===== src/rtl/totalize_period_pkg.sv =====
`default_nettype none
package totalize_period_pkg;

  // register byte offsets
  localparam logic [7:0] OFS_CONTROL = 8'h00;
  localparam logic [7:0] OFS_STATUS = 8'h04;
  localparam logic [7:0] OFS_COUNT_LO = 8'h08;
  localparam logic [7:0] OFS_COUNT_HI = 8'h0C;
  localparam logic [7:0] OFS_MAX_LO = 8'h10;
  localparam logic [7:0] OFS_MAX_HI = 8'h14;
  localparam logic [7:0] OFS_MIN_LO = 8'h18;
  localparam logic [7:0] OFS_MIN_HI = 8'h1C;
  localparam logic [7:0] OFS_CMP0_LO = 8'h20;
  localparam logic [7:0] OFS_CMP0_HI = 8'h24;
  localparam logic [7:0] OFS_CMP1_LO = 8'h28;
  localparam logic [7:0] OFS_CMP1_HI = 8'h2C;
  localparam logic [7:0] OFS_PERIOD_LO = 8'h30;
  localparam logic [7:0] OFS_PERIOD_HI = 8'h34;

  // values after reset
  localparam logic [31:0] CONTROL_RESET = 32'h0000_0000;
  localparam logic [63:0] MAX_RESET = 64'hFFFF_FFFF_FFFF_FFFF;
  localparam logic [63:0] ZERO64 = 64'h0000_0000_0000_0000;

  // axi responses
  localparam logic [1:0] RESP_OKAY = 2'h0;
  localparam logic [1:0] RESP_SLVERR = 2'h2;

  // timing: tick base is a 96 mhz rate made from the 250 mhz clock
  localparam int CLOCK_MHZ = 250;
  localparam int BASE_MHZ = 96;
  localparam logic [7:0] PHASE_INC = 8'(BASE_MHZ);
  localparam logic [7:0] PHASE_MOD = 8'(CLOCK_MHZ);
  localparam int TICK0_PS = 20830;
  localparam int TICK1_PS = 208300;
  localparam int TICK2_PS = 2083300;
  localparam int TICK3_PS = 20833300;
  localparam logic [11:0] TICK0_DIV = 12'((TICK0_PS * BASE_MHZ + 500000) / 1000000);
  localparam logic [11:0] TICK1_DIV = 12'((TICK1_PS * BASE_MHZ + 500000) / 1000000);
  localparam logic [11:0] TICK2_DIV = 12'((TICK2_PS * BASE_MHZ + 500000) / 1000000);
  localparam logic [11:0] TICK3_DIV = 12'((TICK3_PS * BASE_MHZ + 500000) / 1000000);

  // periods per latched result
  localparam logic [9:0] AVG_ONE = 10'h001;
  localparam logic [9:0] AVG_TEN = 10'h00A;
  localparam logic [9:0] AVG_HUNDRED = 10'h064;
  localparam logic [9:0] AVG_THOUSAND = 10'h3E8;

  typedef enum logic [2:0] {
    GATE_NONE = 3'h0,
    GATE_DIRECTION = 3'h1,
    GATE_GATING = 3'h2,
    GATE_CLEAR_RELOAD = 3'h3,
    GATE_TRIGGER = 3'h4
  } gate_mode_type;

  typedef enum logic [1:0] {
    period_average_one = 2'h0,
    period_average_ten = 2'h1,
    period_average_hundred = 2'h2,
    period_average_thousand = 2'h3
  } average_type;

  // trigger state, gray along wait -> run
  typedef enum logic [1:0] {
    ST_WAIT = 2'b00,
    ST_RUN = 2'b01
  } trig_state_type;

  // control register layout, msb first
  typedef struct packed {
    logic [14:0] unused;
    logic period_gate;
    logic [1:0] tick_size;
    average_type average;
    logic period_falling;
    logic [2:0] gate_mode;
    logic unused2;
    logic output_init_high;
    logic output_on;
    logic count_down;
    logic non_recycle;
    logic range_limit;
    logic clear_on_read;
    logic period_mode;
  } control_type;

endpackage : totalize_period_pkg
`default_nettype wire


===== src/rtl/totalize_period_counter.sv =====
`default_nettype none
module totalize_period_counter (
  input wire logic CLOCK,
  input wire logic SYS_RST,
  input wire logic COUNT_INPUT_PIN,
  input wire logic COUNT_GATE_PIN,
  output logic COUNT_OUTPUT_PIN,
  input wire logic [7:0] AWADDR,
  input wire logic AWVALID,
  output logic AWREADY,
  input wire logic [31:0] WDATA,
  input wire logic [3:0] WSTRB,
  input wire logic WVALID,
  output logic WREADY,
  output logic [1:0] BRESP,
  output logic BVALID,
  input wire logic BREADY,
  input wire logic [7:0] ARADDR,
  input wire logic ARVALID,
  output logic ARREADY,
  output logic [31:0] RDATA,
  output logic [1:0] RRESP,
  output logic RVALID,
  input wire logic RREADY
);
  import totalize_period_pkg::*;

  function automatic logic [31:0] merge(input logic [31:0] old, input logic [31:0] data,
                                        input logic [3:0] strb);
    logic [31:0] r;
    r = old;
    for (int i = 0; i < 4; i++) begin
      if (strb[i]) begin
        r[i*8 +: 8] = data[i*8 +: 8];
      end
    end
    return r;
  endfunction : merge

  function automatic logic mapped(input logic [7:0] a);
    return a[1:0] == 2'h0 && a <= OFS_PERIOD_HI;
  endfunction : mapped

  ////////////////////////////////////////////////////////////////////////////
  // pin synchronisers and edge detect
  logic [1:0] in_sync;
  logic [1:0] gate_sync;
  logic in_prev;
  logic gate_prev;
  always_ff @(posedge CLOCK or posedge SYS_RST) begin
    if (SYS_RST) begin
      in_sync <= 2'h0;
      gate_sync <= 2'h0;
      in_prev <= 1'b0;
      gate_prev <= 1'b0;
    end else begin
      in_sync <= {in_sync[0], COUNT_INPUT_PIN};
      gate_sync <= {gate_sync[0], COUNT_GATE_PIN};
      in_prev <= in_sync[1];
      gate_prev <= gate_sync[1];
    end
  end
  logic in_level;
  logic gate_level;
  logic in_rise;
  logic in_fall;
  logic gate_rise;
  assign in_level = in_sync[1];
  assign gate_level = gate_sync[1];
  assign in_rise = in_level && !in_prev;
  assign in_fall = !in_level && in_prev;
  assign gate_rise = gate_level && !gate_prev;

  ////////////////////////////////////////////////////////////////////////////
  // axi4-lite slave and register file
  control_type control;
  logic [63:0] max_limit;
  logic [63:0] min_limit;
  logic [63:0] cmp0;
  logic [63:0] cmp1;
  logic [31:0] load_lo;
  logic [31:0] snap_hi;
  logic aw_held;
  logic w_held;
  logic [7:0] aw_addr;
  logic [31:0] w_data;
  logic [3:0] w_strb;
  logic [63:0] count;
  logic [63:0] period_result;
  logic stopped;
  logic out_level;
  logic period_valid;
  trig_state_type trig_state;

  control_type next_control;
  logic [63:0] next_max_limit;
  logic [63:0] next_min_limit;
  logic [63:0] next_cmp0;
  logic [63:0] next_cmp1;
  logic [31:0] next_load_lo;
  logic [31:0] next_snap_hi;
  logic next_aw_held;
  logic next_w_held;
  logic [7:0] next_aw_addr;
  logic [31:0] next_w_data;
  logic [3:0] next_w_strb;
  logic next_bvalid;
  logic [1:0] next_bresp;
  logic next_rvalid;
  logic [31:0] next_rdata;
  logic [1:0] next_rresp;
  logic do_write;
  logic do_read;
  logic load_count;
  logic read_count;
  logic [63:0] load_value;

  assign AWREADY = !aw_held && !BVALID;
  assign WREADY = !w_held && !BVALID;
  assign ARREADY = !RVALID;

  always_comb begin
    next_control = control;
    next_max_limit = max_limit;
    next_min_limit = min_limit;
    next_cmp0 = cmp0;
    next_cmp1 = cmp1;
    next_load_lo = load_lo;
    next_snap_hi = snap_hi;
    next_aw_held = aw_held;
    next_w_held = w_held;
    next_aw_addr = aw_addr;
    next_w_data = w_data;
    next_w_strb = w_strb;
    next_bvalid = BVALID;
    next_bresp = BRESP;
    next_rvalid = RVALID;
    next_rdata = RDATA;
    next_rresp = RRESP;
    load_count = 1'b0;
    read_count = 1'b0;
    load_value = {w_data, load_lo};
    if (AWVALID && AWREADY) begin
      next_aw_held = 1'b1;
      next_aw_addr = AWADDR;
    end
    if (WVALID && WREADY) begin
      next_w_held = 1'b1;
      next_w_data = WDATA;
      next_w_strb = WSTRB;
    end
    do_write = aw_held && w_held && !BVALID;
    if (do_write) begin
      next_aw_held = 1'b0;
      next_w_held = 1'b0;
      next_bvalid = 1'b1;
      next_bresp = mapped(aw_addr) ? RESP_OKAY : RESP_SLVERR;
      case (aw_addr)
        OFS_CONTROL: begin
          next_control = control_type'(merge(control, w_data, w_strb));
          next_control.unused = 15'h0000;
          next_control.unused2 = 1'b0;
        end
        OFS_COUNT_LO: next_load_lo = merge(load_lo, w_data, w_strb);
        OFS_COUNT_HI: begin
          load_count = 1'b1;
          load_value = {merge(count[63:32], w_data, w_strb), load_lo};
        end
        OFS_MAX_LO: next_max_limit[31:0] = merge(max_limit[31:0], w_data, w_strb);
        OFS_MAX_HI: next_max_limit[63:32] = merge(max_limit[63:32], w_data, w_strb);
        OFS_MIN_LO: next_min_limit[31:0] = merge(min_limit[31:0], w_data, w_strb);
        OFS_MIN_HI: next_min_limit[63:32] = merge(min_limit[63:32], w_data, w_strb);
        OFS_CMP0_LO: next_cmp0[31:0] = merge(cmp0[31:0], w_data, w_strb);
        OFS_CMP0_HI: next_cmp0[63:32] = merge(cmp0[63:32], w_data, w_strb);
        OFS_CMP1_LO: next_cmp1[31:0] = merge(cmp1[31:0], w_data, w_strb);
        OFS_CMP1_HI: next_cmp1[63:32] = merge(cmp1[63:32], w_data, w_strb);
        default: begin
        end
      endcase
    end
    if (BVALID && BREADY) begin
      next_bvalid = 1'b0;
    end
    if (RVALID && RREADY) begin
      next_rvalid = 1'b0;
    end
    do_read = ARVALID && ARREADY;
    if (do_read) begin
      next_rvalid = 1'b1;
      next_rresp = mapped(ARADDR) ? RESP_OKAY : RESP_SLVERR;
      next_rdata = 32'h0000_0000;
      case (ARADDR)
        OFS_CONTROL: next_rdata = control;
        OFS_STATUS: next_rdata = {28'h000_0000, period_valid, trig_state == ST_RUN,
                                  stopped, out_level};
        OFS_COUNT_LO: begin
          next_rdata = count[31:0];
          next_snap_hi = count[63:32];
          read_count = !control.period_mode;
        end
        OFS_PERIOD_LO: begin
          next_rdata = period_result[31:0];
          next_snap_hi = period_result[63:32];
        end
        OFS_COUNT_HI: next_rdata = snap_hi;
        OFS_PERIOD_HI: next_rdata = snap_hi;
        OFS_MAX_LO: next_rdata = max_limit[31:0];
        OFS_MAX_HI: next_rdata = max_limit[63:32];
        OFS_MIN_LO: next_rdata = min_limit[31:0];
        OFS_MIN_HI: next_rdata = min_limit[63:32];
        OFS_CMP0_LO: next_rdata = cmp0[31:0];
        OFS_CMP0_HI: next_rdata = cmp0[63:32];
        OFS_CMP1_LO: next_rdata = cmp1[31:0];
        OFS_CMP1_HI: next_rdata = cmp1[63:32];
        default: next_rdata = 32'h0000_0000;
      endcase
    end
  end

  always_ff @(posedge CLOCK or posedge SYS_RST) begin
    if (SYS_RST) begin
      control <= control_type'(CONTROL_RESET);
      max_limit <= MAX_RESET;
      min_limit <= ZERO64;
      cmp0 <= ZERO64;
      cmp1 <= ZERO64;
      load_lo <= 32'h0000_0000;
      snap_hi <= 32'h0000_0000;
      aw_held <= 1'b0;
      w_held <= 1'b0;
      aw_addr <= 8'h00;
      w_data <= 32'h0000_0000;
      w_strb <= 4'h0;
      BVALID <= 1'b0;
      BRESP <= RESP_OKAY;
      RVALID <= 1'b0;
      RDATA <= 32'h0000_0000;
      RRESP <= RESP_OKAY;
    end else begin
      control <= next_control;
      max_limit <= next_max_limit;
      min_limit <= next_min_limit;
      cmp0 <= next_cmp0;
      cmp1 <= next_cmp1;
      load_lo <= next_load_lo;
      snap_hi <= next_snap_hi;
      aw_held <= next_aw_held;
      w_held <= next_w_held;
      aw_addr <= next_aw_addr;
      w_data <= next_w_data;
      w_strb <= next_w_strb;
      BVALID <= next_bvalid;
      BRESP <= next_bresp;
      RVALID <= next_rvalid;
      RDATA <= next_rdata;
      RRESP <= next_rresp;
    end
  end

  ////////////////////////////////////////////////////////////////////////////
  // totalize counter
  logic [63:0] next_count;
  logic next_out_level;
  trig_state_type next_trig_state;
  logic count_up;
  logic limited;
  logic at_limit;
  logic step;
  logic [63:0] clear_value;
  logic control_written;

  assign control_written = do_write && aw_addr == OFS_CONTROL;
  assign limited = control.range_limit || control.non_recycle;
  assign clear_value = control.range_limit ? min_limit : ZERO64;

  always_comb begin
    next_count = count;
    next_trig_state = trig_state;
    next_out_level = out_level;
    if (control.gate_mode == GATE_DIRECTION) begin
      count_up = gate_level;
    end else begin
      count_up = !control.count_down;
    end
    at_limit = limited && (count_up ? count == max_limit : count == min_limit);
    step = in_rise && trig_state == ST_RUN;
    if (control.gate_mode == GATE_GATING && !gate_level) begin
      step = 1'b0;
    end
    case (trig_state)
      ST_WAIT: begin
        if (control.gate_mode != GATE_TRIGGER || gate_rise) begin
          next_trig_state = ST_RUN;
        end
      end
      ST_RUN: begin
        if (control_written && next_control.gate_mode == GATE_TRIGGER) begin
          next_trig_state = ST_WAIT;
        end
      end
      default: next_trig_state = ST_WAIT;
    endcase
    if (control.period_mode) begin
      next_count = count;
    end else if (load_count) begin
      next_count = load_value;
    end else if (read_count && control.clear_on_read) begin
      next_count = clear_value;
    end else if (control.gate_mode == GATE_CLEAR_RELOAD && gate_rise) begin
      next_count = clear_value;
    end else if (step) begin
      if (at_limit && control.non_recycle) begin
        next_count = count;
      end else if (at_limit) begin
        next_count = count_up ? min_limit : max_limit;
      end else if (count_up) begin
        next_count = count + 64'h0000_0000_0000_0001;
      end else begin
        next_count = count - 64'h0000_0000_0000_0001;
      end
    end
    if (!control.output_on) begin
      next_out_level = control.output_init_high;
    end else if (count == cmp0) begin
      next_out_level = !control.output_init_high;
    end else if (count == cmp1) begin
      next_out_level = control.output_init_high;
    end
  end

  assign stopped = control.non_recycle && at_limit;
  assign COUNT_OUTPUT_PIN = out_level;

  always_ff @(posedge CLOCK or posedge SYS_RST) begin
    if (SYS_RST) begin
      count <= ZERO64;
      out_level <= 1'b0;
      trig_state <= ST_WAIT;
    end else begin
      count <= next_count;
      out_level <= next_out_level;
      trig_state <= next_trig_state;
    end
  end

  ////////////////////////////////////////////////////////////////////////////
  // period measurement
  logic [7:0] phase;
  logic [11:0] base_count;
  logic [63:0] tick_total;
  logic [9:0] edges;
  logic started;
  logic [7:0] next_phase;
  logic [11:0] next_base_count;
  logic [63:0] next_tick_total;
  logic [9:0] next_edges;
  logic next_started;
  logic [63:0] next_period_result;
  logic next_period_valid;
  logic base_pulse;
  logic tick;
  logic like_edge;
  logic period_run;
  logic [11:0] tick_div;
  logic [9:0] avg_count;
  logic [8:0] phase_sum;

  always_comb begin
    next_phase = phase;
    next_base_count = base_count;
    next_tick_total = tick_total;
    next_edges = edges;
    next_started = started;
    next_period_result = period_result;
    next_period_valid = period_valid;
    case (control.tick_size)
      2'h0: tick_div = TICK0_DIV;
      2'h1: tick_div = TICK1_DIV;
      2'h2: tick_div = TICK2_DIV;
      default: tick_div = TICK3_DIV;
    endcase
    case (control.average)
      period_average_one: avg_count = AVG_ONE;
      period_average_ten: avg_count = AVG_TEN;
      period_average_hundred: avg_count = AVG_HUNDRED;
      default: avg_count = AVG_THOUSAND;
    endcase
    phase_sum = {1'b0, phase} + {1'b0, PHASE_INC};
    base_pulse = phase_sum >= {1'b0, PHASE_MOD};
    next_phase = base_pulse ? 8'(phase_sum - {1'b0, PHASE_MOD}) : phase_sum[7:0];
    like_edge = control.period_falling ? in_fall : in_rise;
    period_run = !control.period_gate || gate_level;
    tick = 1'b0;
    if (started && period_run && base_pulse) begin
      if (base_count + 12'h001 >= tick_div) begin
        next_base_count = 12'h000;
        tick = 1'b1;
      end else begin
        next_base_count = base_count + 12'h001;
      end
    end
    if (tick) begin
      next_tick_total = tick_total + 64'h0000_0000_0000_0001;
    end
    if (!control.period_mode || control_written) begin
      next_started = 1'b0;
      next_edges = 10'h000;
    end else if (like_edge) begin
      next_started = 1'b1;
      if (!started) begin
        next_base_count = 12'h000;
        next_tick_total = ZERO64;
        next_edges = 10'h000;
      end else if (edges + 10'h001 >= avg_count) begin
        next_period_result = tick_total;
        next_period_valid = 1'b1;
        next_edges = 10'h000;
        next_base_count = 12'h000;
        next_tick_total = ZERO64;
      end else begin
        next_edges = edges + 10'h001;
      end
    end
  end

  always_ff @(posedge CLOCK or posedge SYS_RST) begin
    if (SYS_RST) begin
      phase <= 8'h00;
      base_count <= 12'h000;
      tick_total <= ZERO64;
      edges <= 10'h000;
      started <= 1'b0;
      period_result <= ZERO64;
      period_valid <= 1'b0;
    end else begin
      phase <= next_phase;
      base_count <= next_base_count;
      tick_total <= next_tick_total;
      edges <= next_edges;
      started <= next_started;
      period_result <= next_period_result;
      period_valid <= next_period_valid;
    end
  end

endmodule : totalize_period_counter
`default_nettype wire


===== config.mk =====
export PLATFORM = sky130hd
export DESIGN_NAME = totalize_period_counter
export DESIGN_NICKNAME = d
export VERILOG_FILES = /design/src/rtl/totalize_period_pkg.sv /design/src/rtl/totalize_period_counter.sv
export SDC_FILE = /design/constraint.sdc
export NUM_CORES = 2
export LEC_CHECK = 0
export BUFFER_PORTS_ARGS = -buffer_cell sky130_fd_sc_hd__buf_2
export CORE_MARGIN = 8
export CORE_UTILIZATION = 40
export CTS_CLUSTER_DIAMETER = 60
export DETAILED_ROUTE_END_ITERATION = 10
export GPL_ROUTABILITY_DRIVEN = 0
export PLACE_DENSITY_LB_ADDON = 0.1
export RECOVER_POWER = 50
export SYNTH_ARGS = -nofsm -noshare
export SYNTH_HDL_FRONTEND = slang
export SYNTH_SLANG_ARGS = --single-unit

===== constraint.sdc =====
create_clock -name CLOCK -period 23.3 [get_ports CLOCK]
set_clock_uncertainty 0.1 [all_clocks]
set_input_delay 5.825 -clock CLOCK [delete_from_list [all_inputs] [get_ports CLOCK]]
set_output_delay 5.825 -clock CLOCK [all_outputs]
set_load 0.01 [all_outputs]

==> summary.txt <==
STA
  – Post-route minimum period: 10.66 ns
  – Final cycle utilization of the critical path: a little under half
  – RSZ-0062 raised after global routing: false
  – Final number of hold-violating endpoints: 0
  – Max-Slew Margin vs Limit: -192%
  – Finish-stage setup viols: 0
  – Peak Freq: about 94 MHz
  – Fin Setup TNS: 0 ns
  – Actual slew at the worst max-slew pin: about 4.4 ns
  – Pins Over Slew Limit: 472
  – WHS: 0.258 ns

Yosys
  – Number of synthesized flops with an enable pin: 0
  – Dominant cell type by area after synthesis: dfrtp_1
  – Yosys top cell area share: between 30% and 40%
  – Top_reg_cell synth: dfrtp_1
  – Syn Area/Cell: 9.55 µm²
  – Synth Register Bits: between 600 and 700
  – Asr flop ratio synth: 100%
  – Area contributors post-synth: dfrtp_1, mux2_2, xor2_1
  – Sequential area share after synthesis: a little over two fifths
  – Yosys cell types: between 90 and 100
  – Post-Synthesis Cell Area: roughly 0.039 mm²
  – Syn Inst Count: 4102
  – Yosys Warn Count: 0

Finish
  – Most frequent cells in the layout: dfrtp_1, mux2_2, nand2_1
  – Post-route cell area: approximately 0.043 mm²
  – Commonest non-fill, non-tap cell in the layout: dfrtp_1
  – Share of post-route cells with drive strength above 1: about a fifth
  – Layout Cells excl Fill: about 5400
  – Layout Utilization: between 40% and 50%
  – Final nets: 4151
  – Area Growth Syn to Fin: 11.0%

Hold path
  – Hold wc startpoint: gate_sync[0]$_DFF_PP0_
  – HP Class: flip-flop to flip-flop

Routing
  – Drt total wl: 185000 µm
  – Number of routed nets with antenna violations: 0
  – Iteration-0 DRC count of the detailed router: between 5000 and 6000
  – Via/cell ratio: 6.74
  – # DRC: 0
  – Drt pass-1 iters: 7
  – Drt wl/cell: approximately 34 µm
  – Vias: 36475

Setup path
  – CP max stage cell: clkbuf_1
  – Required time worst endpoint: approximately 24 ns
  – Critical Path End Type: asynchronous set/reset pin
  – Setup crit start kind: input pin
  – Worst Path Max Fanout: 63
  – Arrival @ worst endpoint: 11.24 ns
  – Crit Reg-Reg Startpoint: gate_sync[1]$_DFF_PP0_
  – CP Launch Point: SYS_RST
  – Slowest stage delay, CP: between 2 and 3 ns
  – Crit path kind: input pin to asynchronous set/reset pin
  – CP cell instances: buf_2 > clkinvlp_2 > clkbuf_1 > buf_4 > buf_4
  – Crit path top cell by count: buf_4

Status
  – Violations in the final reports: capacitance limit, slew limit
  – Status: complete, but fails checks

Placed design
  – Port-buffer cells: 100
  – Area post-placement: approximately 0.041 mm²
  – Placed Cells: ~5300
  – Final HPWL from detailed placement: about 140000 µm

Global route
  – First-pass GRT wire length: approximately 260000 µm
  – Largest net degree at the start of global routing: between 70 and 80
  – Total GRT Usage: between 30% and 40%
  – Grt total ovfl: 0
  – Antenna violations before repair: 16
  – Vias in the first global route: 34326

Die
  – Vert. Die Dim: 329 µm
  – Initial Util: 40.4%
  – Die Area: ~0.11 mm²
  – Core area: 0.0969 mm²
  – Cell Rows: around 110
  – Die X: 329 µm
  – # IOs: 103

Clock tree
  – Root buffer cell: clkbuf_16
  – Hold buffers post-CTS: 0
  – CTS buffer count: between 70 and 80
  – Maximum clock path buffer count: 3
  – Htree depth: 3
  – CTS tree: built
  – CTS Sinks: 649
  – Reg clk slew, reported paths: approximately 0.06 ns
  – Latest clock arrival within the worst-skew pair: ~0.66 ns
  – Postcts setup bufs: 0
  – Post-cts gate resize count: 0

Job
  – Max cap viols: 9

Pwr
  – Power Density: about 110 mW/mm²
  – Pleak: between 15 and 20 nW
  – Peak VDD IR: slightly below 0.0001 V
==> final cells by class <==
cell class / instances / area [µm²]
fillers: 9444 / 53400
multi-input cells: 3031 / 21300
flip-flops and latches: 649 / 16300
clock buffers: 104 / 2150
well taps: 1276 / 1600
repair buffers: 204 / 1240
clock inverters: 39 / 489
inverters: 102 / 384
diodes: 3 / 7.51
==> through the flow <==
step	setup slack, ns	power [mW]
global placement	13.76	3.20
floorplan	8.56	2.44
finish	12.64	4.58
CTS	14.32	4.48
global route	11.93	4.67
detailed placement	13.69	3.20
==> final timing paths <==
check	cells after the start	slack (ns)	endpoint
setup / recovery	5	12.64	count[56]$_DFFE_PP0P_
hold / removal	0	0.26	gate_sync[1]$_DFF_PP0_
setup reg to reg	13	14.45	count[35]$_DFFE_PP0P_
hold reg to reg	0	0.26	gate_sync[1]$_DFF_PP0_
max in group CLOCK	14	14.13	count[35]$_DFFE_PP0P_
min in group asynchronous	2	5.40	control[0]$_DFFE_PP0P_
==> worst max-delay path, delay by kind of cell <==
family / cells / cell delay (ns)
buf+inv: 5 / 5.22
==> report_power, final <==
| group | switching [mW] | internal [mW] | leakage [nW] | total [mW] |
|---|---|---|---|---|
| sequential | 0.463 | 1.28 | 8.61 | 1.75 |
| combinational | 1.03 | 0.528 | 9.30 | 1.56 |
| clock | 0.527 | 0.744 | 1.29 | 1.27 |
==> synthesized netlist by cell type, types with 78 or more instances <==
master / number
nor4_1: 87
a221oi_1: 95
nand3_1: 103
a22o_1: 90
nor2_1: 294
xnor2_1: 90
a31oi_1: 95
o21ai_0: 185
mux2_2: 404
xor2_1: 195
clkbuf_1: 225
dfrtp_1: 585
inv_1: 101
nor3_1: 78
a21oi_1: 133
nand2_1: 370
==> cell families after synthesis <==
group | share of synthesized area (%)
compound gates | 17.2
xor+xnor | 6.37
fa+ha+maj | 0.799
buf+inv | 4.35
flops | 41.7
mux | 13.3
other cells | 0.00958
simple gates | 16.3
==> registers in the layout (all words and copies together), names as in the netlist, 4 cells and up <==
register and flops:
edges 10, cmp1 64, max_limit 64, w_strb 4, w_data 32, tick_total 64, phase 7, period_result 64
control 16, snap_hi 32, aw_addr 8, min_limit 64, RDATA 32, count 64, load_lo 32, base_count 12
cmp0 64
==> per-layer routing <==
metal | vias up | part of all wire, % | global-route usage, %
met1 | 18157 | 40 | 43.2
li1 | 15056 | - | -
met5 | - | 0.050 | 0
met2 | 2549 | 42 | 48.6
met4 | 14 | 7.6 | 19.4
met3 | 699 | 11 | 10.0
Power figures use the tool's default switching activity.
